[config.mk]
export PLATFORM = sky130hd
export DESIGN_NAME = ddtk_top
export DESIGN_NICKNAME = d
export VERILOG_FILES = /design/src/core/ddtk_pkg.sv /design/src/core/ddtk_buf.sv /design/src/core/ddtk_hdr_mem.sv /design/src/core/ddtk_top.sv
export SDC_FILE = /design/constraint.sdc
export NUM_CORES = 1
export LEC_CHECK = 0
export ABC_CLOCK_PERIOD_IN_PS = 4250
export BUFFER_PORTS_ARGS = -buffer_cell sky130_fd_sc_hd__buf_2
export CAP_MARGIN = 5
export CORE_MARGIN = 2
export CORE_UTILIZATION = 55
export CTS_CLUSTER_DIAMETER = 50
export DETAILED_ROUTE_END_ITERATION = 7
export PLACE_DENSITY = 0.74
export SLEW_MARGIN = 10
export SYNTH_ARGS = -nofsm -noshare
export SYNTH_HDL_FRONTEND = slang
export SYNTH_SLANG_ARGS = --single-unit
[constraint.sdc]
create_clock -name clk -period 4.25 [get_ports clk]
set_clock_uncertainty 0.1 [all_clocks]
set_input_delay 0.85 -clock clk [delete_from_list [all_inputs] [get_ports clk]]
set_output_delay 0.85 -clock clk [all_outputs]
set_load 0.02 [all_outputs]
[src/core/ddtk_pkg.sv]
// Shared constants for the downlink demultiplexer and tic timekeeper
// ----------------------------------------------------------------------------
// What this block does
// - Shift eight bits per stream, latch sixteen together
// - First stream lines 0-7, second 8-15
// - Optional fixed routing map by operating mode
// - Unused channel's routed line stays idle
// - Header bytes kept out of data output
// - Each header stored in memory for processor
// - Nine-bit format: header every 2.5 msec
// - Eight-bit format: 5 msec frames, 25-frame repeat
// - Eight-bit format: every bit shifted, headers still diverted
// - Output words registered on the 200 MHz clock when the formatter is ready
// - Derive 32 MHz clock, 1 Hz tic
// - Tic coincides with downlink frame start
// - UTC counter runs from maser reference
// - Tic copies UTC counter into holding register
// - Host loads UTC counter, reads held value
// - Tic on frames divisible by 400, index kept
// - Nine-bit format drops the ninth (parity) bit of every byte
// ----------------------------------------------------------------------------
package ddtk_pkg;
  // Clock rate of the block, MHz
  localparam int unsigned CLK_MHZ          = 200;
  // Index of the last data bit of each stream's byte
  localparam logic [3:0]  LAST_DATA_BIT    = 4'h7;
  // Position of the parity bit in a nine-bit byte
  localparam logic [3:0]  PARITY_BIT       = 4'h8;
  // Formatter lines driven by the block
  localparam int unsigned LINES            = 16;
  // Frames between two tics
  localparam int unsigned FRAMES_PER_TIC   = 400;
  // Header period, nine-bit format, microseconds (2.5 msec)
  localparam int unsigned HDR_PERIOD_9B_US = 2500;
  // Frame period, eight-bit format, microseconds (5 msec)
  localparam int unsigned HDR_PERIOD_8B_US = 5000;
  // Last frame number of the 25-frame eight-bit header repeat
  localparam logic [4:0]  HDR_REPEAT_LAST  = 5'h18;
  // Index of each synchronised pin
  localparam int unsigned SYN_LINK         = 0;
  localparam int unsigned SYN_I            = 1;
  localparam int unsigned SYN_Q            = 2;
  localparam int unsigned SYN_FS           = 3;
  localparam int unsigned SYN_UTC          = 4;
  localparam int unsigned SYN_N            = 5;
endpackage

[src/core/ddtk_buf.sv]
// Two-entry valid/ready buffer in the data path
`timescale 1ns/1ps
module ddtk_buf #(
  parameter int unsigned W = 16
) (
  input  wire logic         clk,
  input  wire logic         rst_b,
  input  wire logic         in_valid,
  input  wire logic [W-1:0] in_data,
  output logic              in_ready,
  output logic              out_valid,
  output logic [W-1:0]      out_data,
  input  wire logic         out_ready
);
  // ------------------------------------------------------------------
  // State
  // ------------------------------------------------------------------
  typedef struct packed {
    logic [1:0][W-1:0] mem;   // Two slots
    logic              wptr;  // Write slot
    logic              rptr;  // Read slot
    logic [1:0]        cnt;   // Occupancy
  } ddtk_buf_st_t;
  ddtk_buf_st_t st_reg, st_next;

  assign in_ready  = (st_reg.cnt != 2'h2);
  assign out_valid = (st_reg.cnt != 2'h0);
  assign out_data  = st_reg.mem[st_reg.rptr];

  // Push and pop may happen in the same cycle
  always_comb
  begin
    st_next = st_reg;
    if (in_valid && in_ready)
    begin
      st_next.mem[st_reg.wptr] = in_data;
      st_next.wptr             = ~st_reg.wptr;
    end
    if (out_valid && out_ready)
      st_next.rptr = ~st_reg.rptr;
    st_next.cnt = st_reg.cnt + {1'b0, (in_valid && in_ready)} - {1'b0, (out_valid && out_ready)};
  end

  always_ff @(posedge clk or negedge rst_b)
  begin
    if (!rst_b)
      st_reg <= '0;
    else
      st_reg <= st_next;
  end

  // A stalled head word stays put until the receiver takes it
  a_buf_stall_hold: assert property (@(posedge clk) disable iff (!rst_b)
    (out_valid && !out_ready) |=> (out_valid && $stable(out_data)))
    else $error("stalled word lost or changed");
endmodule // ddtk_buf

[src/core/ddtk_hdr_mem.sv]
// Header memory: one word per header byte pair, read by the processor
`timescale 1ns/1ps
module ddtk_hdr_mem #(
  parameter int unsigned AW = 4
) (
  input  wire logic          clk,
  input  wire logic          rst_b,
  input  wire logic          wr_en,
  input  wire logic [AW-1:0] wr_addr,
  input  wire logic [15:0]   wr_data,
  input  wire logic [AW-1:0] rd_addr,
  output logic [15:0]        rd_data
);
  // Storage is an array, not part of the state struct, to stay a RAM
  logic [15:0] mem [2**AW];
  typedef struct packed {
    logic [15:0] rd;  // Registered read word
  } ddtk_mem_st_t;
  ddtk_mem_st_t st_reg, st_next;

  assign rd_data = st_reg.rd;

  always_comb
  begin
    st_next    = st_reg;
    st_next.rd = mem[rd_addr];
  end

  // Write port, no reset needed on contents
  always_ff @(posedge clk)
  begin
    if (wr_en)
      mem[wr_addr] <= wr_data;
  end

  always_ff @(posedge clk or negedge rst_b)
  begin
    if (!rst_b)
      st_reg <= '0;
    else
      st_reg <= st_next;
  end

  // A written header word is held for the processor
  a_hdr_word_kept: assert property (@(posedge clk) disable iff (!rst_b)
    wr_en |=> (mem[$past(wr_addr)] == $past(wr_data)))
    else $error("header word not stored");
endmodule // ddtk_hdr_mem

[src/core/ddtk_top.sv]
// Downlink byte demultiplexer, formatter clocks and UTC tic timekeeper
`timescale 1ns/1ps
module ddtk_top
  import ddtk_pkg::*;
#(
  parameter int unsigned HDR_AW        = 4,   // Header words = 2**HDR_AW
  parameter int unsigned UTC_W         = 48,  // UTC counter width
  parameter int unsigned FMT_CLK_HALF  = 1,   // Link edges per formatter clock half
  parameter int unsigned TIC_FRAMES    = ddtk_pkg::FRAMES_PER_TIC,
  parameter int unsigned GAP_9B_CYC    = ddtk_pkg::HDR_PERIOD_9B_US * ddtk_pkg::CLK_MHZ,
  parameter int unsigned GAP_8B_CYC    = ddtk_pkg::HDR_PERIOD_8B_US * ddtk_pkg::CLK_MHZ
) (
  input  wire logic               clk,
  input  wire logic               rst_b,
  input  wire logic               link_clk_pin,     // Demodulator data clock
  input  wire logic               data_i_pin,       // First polarization stream
  input  wire logic               second_polarization_stream,
  input  wire logic               frame_start_pin,  // Marks first bit after syncword
  input  wire logic               utc_ref_pin,      // Maser-derived UTC count clock
  input  wire logic               nine_bit_mode,    // Drop parity bits
  input  wire logic               route_en,         // Use routing map
  input  wire logic [63:0]        route_sel,        // 4-bit source per line
  input  wire logic [15:0]        chan_en,          // Lines in operation
  input  wire logic               tic_enable,       // Allow tics
  input  wire logic               utc_load,         // Host load strobe
  input  wire logic [UTC_W-1:0]   utc_load_value,
  input  wire logic               host_read_hold,   // Host reading held time
  input  wire logic [HDR_AW-1:0]  hdr_rd_addr,
  input  wire logic               fmt_ready,        // Formatter takes a word
  output logic [15:0]             hdr_rd_data,
  output logic                    hdr_done,         // Header complete pulse
  output logic [4:0]              hdr_seq,          // Frame within repeat group
  output logic [15:0]             fmt_lines,
  output logic                    fmt_valid,
  output logic                    fmt_clk_out,      // Nominal 32 MHz clock
  output logic                    fmt_tic,          // Nominal 1 Hz tic pulse
  output logic [UTC_W-1:0]        utc_latched,
  output logic [31:0]             tic_frame_index,
  output logic                    framed,
  output logic                    frame_late,
  output logic                    data_overrun
);
  import ddtk_pkg::*;

  // ------------------------------------------------------------------
  // Derived widths and the state record
  // ------------------------------------------------------------------
  localparam int unsigned MW = $clog2(TIC_FRAMES);
  localparam logic [MW-1:0] MOD_LAST = MW'(TIC_FRAMES - 1);
  localparam logic [7:0] DIV_LAST = 8'(FMT_CLK_HALF - 1);
  localparam logic [23:0] GAP9 = 24'(GAP_9B_CYC);
  localparam logic [23:0] GAP8 = 24'(GAP_8B_CYC);
  localparam logic [HDR_AW:0] HDR_LEN = (HDR_AW+1)'(2**HDR_AW);

  typedef struct packed {
    logic [SYN_N-1:0]  sync1;        // First synchroniser stage
    logic [SYN_N-1:0]  sync2;        // Second synchroniser stage
    logic              link_prev;    // For link clock edge detect
    logic              utc_prev;     // For UTC reference edge detect
    logic              framed;       // First marker seen
    logic [3:0]        bit_cnt;      // Bit within byte
    logic [7:0]        sh_i;         // First stream shifter
    logic [7:0]        sh_q;         // Second stream shifter
    logic [HDR_AW:0]   byte_cnt;     // Bytes since frame start, saturates
    logic              hdr_we;
    logic [HDR_AW-1:0] hdr_addr;
    logic [15:0]       hdr_data;
    logic              hdr_done;
    logic [4:0]        hdr_seq;
    logic              push_valid;   // Word waiting for the buffer
    logic [15:0]       push_data;
    logic              overrun;
    logic [7:0]        fdiv;         // Formatter clock divider
    logic              fmt_clk;
    logic [MW-1:0]     frame_mod;    // Frame index modulo tic interval
    logic [31:0]       frame_idx;
    logic              tic_pend;     // Snapshot waits for host release
    logic              tic_pulse;
    logic [UTC_W-1:0]  utc_cnt;
    logic [UTC_W-1:0]  utc_snap;
    logic [31:0]       idx_snap;
    logic [UTC_W-1:0]  utc_latched;
    logic [31:0]       tic_idx;
    logic [23:0]       gap;          // Cycles since last marker
    logic              frame_late;
    logic [15:0]       fmt_lines;
    logic              fmt_valid;
  } ddtk_st_t;

  ddtk_st_t st_reg, st_next;

  // Buffer and memory wires
  logic        buf_in_ready;
  logic        buf_out_valid;
  logic [15:0] buf_out_data;

  // Strobes decoded from the synchronised pins
  logic link_edge;
  logic fs_edge;
  logic utc_edge;
  assign link_edge = st_reg.sync2[SYN_LINK] && !st_reg.link_prev;
  assign fs_edge   = link_edge && st_reg.sync2[SYN_FS];
  assign utc_edge  = st_reg.sync2[SYN_UTC] && !st_reg.utc_prev;

  // ------------------------------------------------------------------
  // Line routing
  // ------------------------------------------------------------------
  // Fixed map per mode; with routing on, disabled lines driven low so they carry nothing
  function automatic logic [15:0] route_word(input logic [15:0] w, input logic [63:0] sel,
                                             input logic en, input logic [15:0] chan);
    logic [15:0] r;
    r = w;
    if (en)
    begin
      for (int k = 0; k < LINES; k++)
        r[k] = w[sel[4*k +: 4]] && chan[k];
    end
    return r;
  endfunction

  // ------------------------------------------------------------------
  // Next-state logic
  // ------------------------------------------------------------------
  always_comb
  begin
    logic [7:0]  ni;
    logic [7:0]  nq;
    logic [15:0] word;
    logic        pushed;    // Fresh word loaded for the buffer this cycle
    logic        late_now;  // Frame period exceeded
    ni      = st_reg.sh_i;
    nq      = st_reg.sh_q;
    word    = '0;
    pushed  = 1'b0;
    late_now = st_reg.framed && (st_reg.gap >= (nine_bit_mode ? GAP9 : GAP8));
    st_next = st_reg;
    st_next.sync1      = {utc_ref_pin, frame_start_pin, second_polarization_stream,
                          data_i_pin, link_clk_pin};
    st_next.sync2      = st_reg.sync1;
    st_next.link_prev  = st_reg.sync2[SYN_LINK];
    st_next.utc_prev   = st_reg.sync2[SYN_UTC];
    st_next.hdr_we     = 1'b0;
    st_next.hdr_done   = 1'b0;
    st_next.tic_pulse  = 1'b0;
    st_next.fmt_valid  = 1'b0;

    // UTC counter on the maser reference, host load wins
    if (utc_load)
      st_next.utc_cnt = utc_load_value;
    else if (utc_edge)
      st_next.utc_cnt = st_reg.utc_cnt + UTC_W'(1);

    // Frame gap watch against the expected frame period
    if (st_reg.framed && st_reg.gap != 24'hffffff)
      st_next.gap = st_reg.gap + 24'h1;
    if (late_now)
      st_next.frame_late = 1'b1;

    if (link_edge)
    begin
      // Formatter clock divided from link clock edges
      if (st_reg.fdiv == DIV_LAST)
      begin
        st_next.fdiv    = '0;
        st_next.fmt_clk = ~st_reg.fmt_clk;
      end
      else
        st_next.fdiv = st_reg.fdiv + 8'h1;

      // Frame marker realigns byte assembly and frame counters, not the clock divider
      if (fs_edge)
      begin
        st_next.framed     = 1'b1;
        st_next.bit_cnt    = '0;
        st_next.byte_cnt   = '0;
        st_next.gap        = '0;
        st_next.frame_late = late_now;               // A late marker keeps the flag
        st_next.frame_idx  = st_reg.framed ? st_reg.frame_idx + 32'h1 : '0;
        st_next.frame_mod  = (!st_reg.framed || st_reg.frame_mod == MOD_LAST) ? '0
                             : st_reg.frame_mod + MW'(1);
        st_next.hdr_seq    = (!st_reg.framed || st_reg.hdr_seq == HDR_REPEAT_LAST) ? '0
                             : st_reg.hdr_seq + 5'h1;
        // Tic only on frames whose index is a multiple of the interval
        if (tic_enable && (!st_reg.framed || st_reg.frame_mod == MOD_LAST))
        begin
          st_next.tic_pulse = 1'b1;
          st_next.tic_pend  = 1'b1;
          st_next.utc_snap  = st_next.utc_cnt;
          st_next.idx_snap  = st_next.frame_idx;
        end
      end

      // Assemble bytes once framed; the marker bit is bit 0
      if (st_reg.framed || fs_edge)
      begin
        if (nine_bit_mode && !fs_edge && st_reg.bit_cnt == PARITY_BIT)
          st_next.bit_cnt = '0;
        else
        begin
          ni = {st_reg.sync2[SYN_I], st_reg.sh_i[7:1]};
          nq = {st_reg.sync2[SYN_Q], st_reg.sh_q[7:1]};
          st_next.sh_i = ni;
          st_next.sh_q = nq;
          if (st_next.bit_cnt == LAST_DATA_BIT)
          begin
            // Eight-bit format wraps here, nine-bit goes on to parity
            st_next.bit_cnt = nine_bit_mode ? PARITY_BIT : '0;
            word = {nq, ni};
            if (st_next.byte_cnt < HDR_LEN)
            begin
              st_next.hdr_we   = 1'b1;
              st_next.hdr_addr = st_next.byte_cnt[HDR_AW-1:0];
              st_next.hdr_data = word;
              st_next.hdr_done = (st_next.byte_cnt == HDR_LEN - (HDR_AW+1)'(1));
              st_next.byte_cnt = st_next.byte_cnt + (HDR_AW+1)'(1);
            end
            else
            begin
              // A word still waiting means the formatter fell behind
              if (st_reg.push_valid && !buf_in_ready)
                st_next.overrun = 1'b1;
              st_next.push_valid = 1'b1;
              pushed             = 1'b1;
              st_next.push_data  = route_word(word, route_sel, route_en, chan_en);
            end
          end
          else
            st_next.bit_cnt = st_next.bit_cnt + 4'h1;
        end
      end
    end

    // Hand word to buffer; held until taken, a word loaded now stays pending
    if (st_reg.push_valid && buf_in_ready && !pushed)
      st_next.push_valid = 1'b0;

    // Release the snapshot only when the host is not reading
    if (st_reg.tic_pend && !host_read_hold)
    begin
      st_next.utc_latched = st_reg.utc_snap;
      st_next.tic_idx     = st_reg.idx_snap;
      st_next.tic_pend    = st_next.tic_pulse;
    end

    // Drain the buffer toward the formatter
    if (buf_out_valid && fmt_ready)
    begin
      st_next.fmt_lines = buf_out_data;
      st_next.fmt_valid = 1'b1;
    end
  end

  // ------------------------------------------------------------------
  // State register
  // ------------------------------------------------------------------
  always_ff @(posedge clk or negedge rst_b)
  begin
    if (!rst_b)
      st_reg <= '0;
    else
      st_reg <= st_next;
  end

  // ------------------------------------------------------------------
  // Submodules
  // ------------------------------------------------------------------
  ddtk_buf #(.W(16)) u_buf (
    .clk       (clk),
    .rst_b     (rst_b),
    .in_valid  (st_reg.push_valid),
    .in_data   (st_reg.push_data),
    .in_ready  (buf_in_ready),
    .out_valid (buf_out_valid),
    .out_data  (buf_out_data),
    .out_ready (fmt_ready)
  );

  ddtk_hdr_mem #(.AW(HDR_AW)) u_hdr (
    .clk     (clk),
    .rst_b   (rst_b),
    .wr_en   (st_reg.hdr_we),
    .wr_addr (st_reg.hdr_addr),
    .wr_data (st_reg.hdr_data),
    .rd_addr (hdr_rd_addr),
    .rd_data (hdr_rd_data)
  );

  // Outputs straight from state flops
  assign hdr_done        = st_reg.hdr_done;
  assign hdr_seq         = st_reg.hdr_seq;
  assign fmt_lines       = st_reg.fmt_lines;
  assign fmt_valid       = st_reg.fmt_valid;
  assign fmt_clk_out     = st_reg.fmt_clk;
  assign fmt_tic         = st_reg.tic_pulse;
  assign utc_latched     = st_reg.utc_latched;
  assign tic_frame_index = st_reg.tic_idx;
  assign framed          = st_reg.framed;
  assign frame_late      = st_reg.frame_late;
  assign data_overrun    = st_reg.overrun;

  // ------------------------------------------------------------------
  // Checks
  // ------------------------------------------------------------------
  a_idle_unframed: assert property (@(posedge clk) disable iff (!rst_b)
    !st_reg.framed |-> (!st_reg.push_valid && !st_reg.hdr_we && !st_reg.tic_pulse))
    else $error("activity before first frame marker");

  a_parity_dropped: assert property (@(posedge clk) disable iff (!rst_b)
    (link_edge && !fs_edge && nine_bit_mode && st_reg.bit_cnt == PARITY_BIT)
      |=> ($stable(st_reg.sh_i) && st_reg.bit_cnt == 4'h0))
    else $error("parity bit entered the shifter");

  a_header_stored: assert property (@(posedge clk) disable iff (!rst_b)
    (link_edge && st_reg.framed && !fs_edge && !nine_bit_mode
     && st_reg.bit_cnt == LAST_DATA_BIT && st_reg.byte_cnt < HDR_LEN)
      |=> (st_reg.hdr_we && $stable(st_reg.push_data)))
    else $error("header byte not diverted");

  a_tic_on_frame: assert property (@(posedge clk) disable iff (!rst_b)
    st_reg.tic_pulse |-> $past(fs_edge) ##1 !st_reg.tic_pulse)
    else $error("tic not aligned to frame start");

  a_tic_latches: assert property (@(posedge clk) disable iff (!rst_b)
    (st_reg.tic_pend && !host_read_hold)
      |=> (st_reg.utc_latched == $past(st_reg.utc_snap)))
    else $error("held time not updated at tic");

  a_hold_stable: assert property (@(posedge clk) disable iff (!rst_b)
    host_read_hold |=> $stable(st_reg.utc_latched) && $stable(st_reg.tic_idx))
    else $error("held time changed during host read");

  a_utc_loaded: assert property (@(posedge clk) disable iff (!rst_b)
    utc_load |=> (st_reg.utc_cnt == $past(utc_load_value)))
    else $error("UTC load ignored");

  a_fmt_clk_div: assert property (@(posedge clk) disable iff (!rst_b)
    $changed(st_reg.fmt_clk) |-> $past(link_edge))
    else $error("formatter clock moved without a link edge");

  a_line_unused: assert property (@(posedge clk) disable iff (!rst_b)
    (st_reg.push_valid && route_en && $stable(chan_en) && $stable(route_en))
      |-> ((st_reg.push_data & ~chan_en) == 16'h0000))
    else $error("disabled line carries data");
endmodule // ddtk_top

Word-level counts from Yosys, hierarchy flattened:

Memories as Yosys holds them, arrays and structs flattened. A register that Yosys moved wholly into a read port is not among the register bits.
Index checks and enable logic that the tools add are counted.

* memories: 1
* input port bits: 145
* bits in writable memories: 256
* flip-flop bits (word level): 421

Memory list
* u_hdr.mem: depth 16, bits a word 16, rd ports 1, clocked after Yosys merged registers in 1, write ports 1, line ddtk_hdr_mem.sv:15 `logic [15:0] mem [2**AW];`

* muxes and demuxes: 80
* reduce and logical (&&, ||, !) cells: 59
* equal/unequal tests: 10
* add/sub/neg operators: 10
* bitwise logic cells: 5
* $lt $le $gt $ge: 21

Operator list (count)
* $mux 97: 1
* $mux 48: 2
* $mux 43: 2
* $lt 4x5->1 const B: 16
* $mux 18: 4
* $bmux 1 s4: 16
* $mux 16: 4
* $mux 27: 2
* $mux 25: 2
* $add 48x1->48 const B: 1
* $mux 47: 1
* $add 32x1->32 const B: 1
* $bwmux 32: 1
* $mux 32: 1
* $logic_and 1x1->1: 30
* $mux 5: 6
* $mux 1: 29
* $add 24x1->24 const B: 1
* $ge 24x20->1: 1
* $mux 24: 1
* $ne 24x24->1 const B: 1
* $mux 20: 1
* $demux 16 s1: 1
* $reduce_and 5->1: 3
* other kinds (28): 57

Depth between registers and ports, before layout:

Gate-level depths: netlist of run 1.

* depth in word-level cells: 15
* gate-level depth with buffers: 12

By module:

From an unflattened synthesis of run 1, not the netlist that was laid out.

* cells, all modules: 2372
* area, all modules: 31671.6 um^2

Modules (own cells, without submodules)
* ddtk_top: area an instance 19851.5 um^2, cells each 1837, instances 1
* ddtk_hdr_mem: area an instance 10122.2 um^2, cells each 432, instances 1
* ddtk_buf: area an instance 1697.9 um^2, cells each 103, instances 1

Least setup slack after synthesis of run 1:

No wires, ideal clock.

* kind: input to register
* from: input hdr_rd_addr[0]
* to: register u_hdr.rd_data[0] (netlist name)
* stages on the path: 4
* setup time: 0.138 ns
* data required time: 4.012 ns
* path slack: 1.236 ns
* data arrival time: 2.776 ns
* path through: clkbuf_1 > buf_1 > mux4_2 > mux4_2

RTL lines
* from (decl): line ddtk_top.sv:28 `input wire logic [HDR_AW-1:0] hdr_rd_addr,`

Final worst setup path of run 1:

* from: register st_reg, in the netlist st_next[374]
* to: register st_reg[350] (netlist name)

* longest elaborated chain between the ends: 9

Ends and longest elaborated chain
* from (decl): line ddtk_top.sv:90 `ddtk_st_t st_reg, st_next;`
* from (signal assigned): line ddtk_top.sv:261 `st_reg <= st_next;`
* $logic_and 1x1->1 *: line ddtk_top.sv:101 `assign link_edge = st_reg.sync2[SYN_LINK] && !st_reg.link_prev;`
* $logic_and 1x1->1: line ddtk_top.sv:102 `assign fs_edge = link_edge && st_reg.sync2[SYN_FS];`
* $mux 5: line ddtk_top.sv:171 `if (fs_edge)`
* $mux 5: line ddtk_top.sv:159 `if (link_edge)`
* $add 5x1->5 or $lt 5x5->1 (tied branches): line ddtk_top.sv:215, ddtk_top.sv:209
* $mux 27: line ddtk_top.sv:209 `if (st_next.byte_cnt < HDR_LEN)`
* $mux 27: line ddtk_top.sv:204 `if (st_next.bit_cnt == LAST_DATA_BIT)`
* $mux 43: line ddtk_top.sv:196 `if (nine_bit_mode && !fs_edge && st_reg.bit_cnt == PARITY_BIT)`
* $mux 47: line ddtk_top.sv:194 `if (st_reg.framed || fs_edge)`

Every way passes the cells marked *; elsewhere a longest branch is shown, timed or not. The select of a mux whose other input is x is not followed.
A chain may end at the register's enable or synchronous reset.

==> results.tsv, run 1 <==
metric	value	unit
WS Path Type	flop to flop	
Critical Path RT	4.64	ns
gr usage total	25.7	%
first-pass GRT wire length	120000	um
setup TNS	0	ns
final hold vios	0	
largest net degree at the start of global routing	102	
GP Congestion	0.897	
CP startpoint kind	flop	
Mean Syn Cell Area	13.2	um^2
GRT met2 Usage	41.8	%
flip-flop and latch count after synthesis	691	
I/O Pins	269	
Worst VDD drop	367	uV
PD cells	479	nW/um^2
GR peak layer	met2	
die footprint	60000	um^2
synth warn	0	
share of cells above drive strength 1	28.8	%
Root Buffer	clkbuf_16	
worst hold margin	0.165	ns
Site Rows	88	
post_cts resized	0	
Final period util	82.8	%
CTS tree	yes	
max reg flops	268	
initial antenna violation count	5	
dpl hpwl	48200	um
hold buffer count at cts	0	
H-Tree Level Count	3	
Post-synth top flop	dfrtp_1	
Via density	6.15	
Post-Syn Nets	2585	
WL per Instance	22.6	um
Max clock buf depth	3	
Synth cell types	71	
Compound-Gate Fraction of Synth Area	5.54	%
Horiz. Die Dim	245	um
post-synthesis mux area share	18.6	%
Synth top area share	34.1	%
CP max stage cell	inv_1	
fin area	35800	um^2
residual DRC count	0	
Design Power	0.0172	W
total grt overflow	0	
Cells after Synth	2419	
# Max-Cap Violations	0	
synth-to-layout area growth	12.1	%
Post-CTS Setup Bufs	0	
post-layout min period	3.52	ns
CP cell instances	nor2b_1, buf_4, nand2_2, and2_1, ha_1, nand4b_1, nor3_1, nand2b_1, inv_1, nand4_1, xor2_1, nor2_1	
clock-pin slew on the worst setup and hold paths	0.06	ns
Routed WL	76400	um
Post-synth EDFFs	256	
cts bufs inserted	76	
DRT iter0 DRCs	2124	
Top delay family on crit path	simple AND/OR/NAND/NOR gates	
Synth Area in Adders	0.822	%
Final Max Slew Viols	0	
vias in the first global route	20800	
xor and xnor area share after synthesis	1.97	%
Core ar.	57600	um^2
drt first pass iters	5	
Synth area leaders	dfrtp_1, edfxtp_1, mux4_2, mux2_2, mux2i_1	
Yosys top cell by area	dfrtp_1	
Worst Tran Pin Value	1.23	ns
Detail Route Antenna Nets	0	
Initial Util	55.5	%
Synth Area in Simple Gates	10.3	%
Sink Count	691	
LEAKAGE	14.9	nW
async set-reset flop share out of synthesis	63.0	%
NumNets Final	2724	
met3 GRT Util	4.40	%
buffers added on ports	268	
most frequent cells in the layout	dfrtp_1, buf_2, edfxtp_1	
crit path buf inv count	2	
Worst Setup End Kind	flop	
most common cell after layout, fill and taps aside	dfrtp_1	
final setup fails	0	
met1 Use GR	35.5	%
worst min-delay path class	primary input to async pin	
worst skew pair latency	0.62	ns
status	completed	
largest family of logic cells by synthesized area	multiplexers	
crit path max fanout	23	
normalized max-slew margin	17.5	%
detailed-route via count	20800	
part of the Yosys area used for sequential elements	58.1	%
Fmax	284	MHz
Cell Area, Placed	33400	um^2
RSZ-0062 raised after global routing	no	
height of the die	245	um
Max stage delay on crit path	0.68	ns
Arr. time, crit path	3.91	ns
post-synthesis cell area	31900	um^2
[metal layers]
layer	share of wire, %	vias to the layer above
met5	0.010	-
met4	2.6	2
met3	7.2	153
met2	49	863
met1	41	10600
li1	-	9185
[cell type report]
class                      count  area [um^2]
antenna                        3         7.51
sequential                   691        18600
multi-input combinational   1443        12000
clock inverter                30          303
inverter                      36          135
clock buffer                 102         2110
timing repair buffer         310         1740
fill                        4239        21800
tap                          765          957
[stage by stage]
stage	utilization [%]	worst slack (ns)	cells
3_3_place_gp	58.0	0.870	3245
4_1_cts	62.2	0.753	3377
6_report	62.2	0.730	3380
3_5_place_dp	58.0	0.781	3245
2_1_floorplan	-	1.24	2419
5_1_grt	62.2	0.295	3380
[path summary, 6_finish.rpt]
check                           cells past startpoint               to          from  slack (ns)
worst max-delay path                               12      st_reg[350]  st_next[374]        0.73
worst min-delay path                                1  utc_latched[19]         rst_b        0.17
worst max register to register                     12      st_reg[350]  st_next[374]        0.73
worst min register to register                      0     st_next[373]  st_next[379]        0.25
max in group asynchronous                           2    fmt_lines[10]         rst_b        2.93
min in group clk                                    1     st_next[376]    data_i_pin        0.24
[power breakdown]
part / total [W] / switching, W / internal (W)
clock network: 0.00638 / 0.00267 / 0.00370
logic: 0.00205 / 0.000924 / 0.00113
registers: 0.00874 / 0.00112 / 0.00762
[cells by family after synthesis]
group	count (synthesis)
AO/OA/AOI/OAI	285
XOR/XNOR	72
adder cells (fa/ha/maj)	21
buffers and inverters	285
flip-flops	691
multiplexers	393
AND/OR/NAND/NOR	672
[worst register-to-register path, cell delays in order, from the launching register on]
cell and delay [ns]:
dfrtp_1 0.39, nor2b_1 0.13, buf_4 0.17, nand2_2 0.14
and2_1 0.15, ha_1 0.23, nand4b_1 0.15, nor3_1 0.34
nand2b_1 0.51, inv_1 0.69, nand4_1 0.19, xor2_1 0.17
nor2_1 0.06
[cells in the mapped netlist, drive strengths merged, types with 8 or more instances]
cell type / count
or3: 11
nand3: 67
mux4: 144
a31oi: 23
and2: 15
a221o: 12
xnor2: 53
o31ai: 25
dfrtp: 435
xor2: 19
ha: 21
nand2b: 8
mux2i: 92
and4: 19
nor2: 116
a21oi: 51
nand2: 240
edfxtp: 256
or4: 12
nor3: 39
clkbuf: 126
nand4: 49
and3: 17
inv: 36
nor2b: 28
o21ai: 122
mux2: 157
buf: 123
nor4: 32
(Power assumes the default switching activity.)
==> run 2, diff against run 1 <==
--- a/config.mk
+++ b/config.mk
@@ -5,7 +5,7 @@
 export SDC_FILE = /design/constraint.sdc
 export NUM_CORES = 1
 export LEC_CHECK = 0
-export ABC_CLOCK_PERIOD_IN_PS = 4250
+export ABC_CLOCK_PERIOD_IN_PS = 3250
 export BUFFER_PORTS_ARGS = -buffer_cell sky130_fd_sc_hd__buf_2
 export CAP_MARGIN = 5
 export CORE_MARGIN = 2
==> constraint.sdc (replaced) <==
create_clock -name clk -period 3.25 [get_ports clk]
set_clock_uncertainty 0.1 [all_clocks]
set_input_delay 0.65 -clock clk [delete_from_list [all_inputs] [get_ports clk]]
set_output_delay 0.65 -clock clk [all_outputs]
set_load 0.02 [all_outputs]
==> run 2 against run 1 <==
Die area did not move; critical endpoint unchanged; final cell count rose by 0.83%; global-route usage increased by 0.43 points; first-iteration DRC count shrank 14%; largest power group unchanged; total power increased by 36%; largest cell class unchanged; utilization up 0.79 points; maximum frequency increased by 22%; flip-flop and latch count unchanged; non-clock buffer count increased by 16; setup slack lost 0.36 ns; design area is 1.3% higher; clock-buffer cell count is 4 higher.
==> results.tsv, run 2 (synthesized netlist as in run 1, its figures left out) <==
metric	value	unit
status	completed	
Final Max Slew Viols	0	
most frequent cells in the layout	dfrtp_1, buf_2, edfxtp_1	
share of cells above drive strength 1	29.5	%
worst skew pair latency	0.61	ns
PD cells	641	nW/um^2
Final period util	88.5	%
height of the die	245	um
Site Rows	88	
DRT iter0 DRCs	1822	
die footprint	60000	um^2
NumNets Final	2741	
Sink Count	691	
detailed-route via count	21000	
cts bufs inserted	77	
drt first pass iters	7	
final setup fails	0	
Worst VDD drop	470	uV
total grt overflow	0	
LEAKAGE	15.2	nW
Routed WL	78000	um
Post-CTS Setup Bufs	0	
max reg flops	268	
first-pass GRT wire length	121000	um
H-Tree Level Count	3	
hold buffer count at cts	1	
largest net degree at the start of global routing	87	
clock-pin slew on the worst setup and hold paths	0.06	ns
Arr. time, crit path	3.25	ns
GP Congestion	0.874	
CTS tree	yes	
non-filler cells, final	3408	
final hold vios	0	
Worst setup startpoint	st_next[374]	
R2R Path End	st_reg[350]	
area taken by multi-input logic gates	12000	um^2
Worst Setup End Kind	flop	
synth-to-layout area growth	13.5	%
buffers added on ports	268	
RSZ-0062 raised after global routing	no	
dpl hpwl	48600	um
hold path cells	1	
Max clock buf depth	3	
post-layout min period	2.88	ns
setup TNS	0	ns
Core ar.	57600	um^2
Fmax	348	MHz
I/O Pins	269	
WS Path Type	flop to flop	
crit path max fanout	23	
Horiz. Die Dim	245	um
Initial Util	55.5	%
vias in the first global route	21200	
CP startpoint kind	flop	
hold endpoint	st_next[378]	
worst min-delay path class	primary input to flop	
Hold Path Origin	frame_start_pin	
Via density	6.17	
Worst Tran Pin Value	1.13	ns
dpl cells	3260	
residual DRC count	0	
normalized max-slew margin	24.2	%
Critical Path RT	3.62	ns
# Max-Cap Violations	0	
gr usage total	26.2	%
R2R cell count	13	
dpl ws	0.380	ns
initial antenna violation count	5	
fillcell total	4197	
reg-to-reg slack, setup	0.37	ns
WL per Instance	22.9	um
Root Buffer	clkbuf_16	
post_cts resized	0	
most common cell after layout, fill and taps aside	dfrtp_1	
FF+latch area	18600	um^2
r2r startpoint	st_next[374]	
post-route worst setup slack	0.373	ns
Detail Route Antenna Nets	0	
run 2: cell types whose count changed in the layout (fill, tap and decap cells not counted), moves of 3 or more:
cell | before | now
buf_4 | 37 | 47
clkbuf_8 | 7 | 15
clkbuf_1 | 17 | 11
buf_12 | 6 | 11
bufinv_16 | 3 | 8
nor3_2 | 0 | 4
nor3_4 | 4 | 0
diode_2 | 3 | 6
run 2: critical path, stage by stage, from the launching register on:
cell and delay [ns]:
dfrtp_1 0.38, nor2b_1 0.15, nand2_2 0.22, and2_1 0.19, ha_1 0.24, nand4b_1 0.13, nor3_1 0.32, nand2b_1 0.11
buf_4 0.22, inv_1 0.08, buf_4 0.24, nand4_1 0.14, xor2_1 0.15, nor2_1 0.05
run 2: per-stage QoR:
step | utilization, % | power (W) | hold slack (ns) | cell area, um^2
global placement | 58.3 | 0.0140 | 0.232 | 33500
floorplan | - | 0.0130 | 0.231 | 31900
detailed placement | 58.3 | 0.0142 | 0.235 | 33500
global route | 63.0 | 0.0241 | 0.0293 | 36300
CTS | 63.0 | 0.0233 | 0.0175 | 36300
finish | 63.0 | 0.0233 | 0.0487 | 36300
run 2: area by class of cell:
class                   count  area share [%]
diodes                      6          0.0414
clock buffers             106            6.20
clock inverters            35            1.25
inverters                  36           0.373
multi-input cells        1443            33.0
flip-flops and latches    691            51.2
well taps                 765            2.64
repair buffers            326            5.32
run 2: worst max path at each step:
stage / endpoint / slack (ns) / cells past startpoint
after floorplan: u_hdr.rd_data[0] / 0.44 / 4
after global placement: st_reg[350] / 0.43 / 13
after detailed placement: st_reg[350] / 0.38 / 13
after CTS: st_reg[350] / 0.36 / 13
after global routing: st_reg[350] / 0.18 / 13
final: st_reg[350] / 0.37 / 13
run 2: metal layers:
layer,up-vias,track usage [%],routed length [um]
met5,-,0,0
met4,0,10.1,2220
met3,151,3.96,5450
met2,948,42.9,38600
met1,10700,35.6,31800
li1,9235,-,-
run 2: power by group:
part	switching [W]	internal, W
Combinational	0.00122	0.00148
Sequential	0.00146	0.00997
Clock	0.00360	0.00553
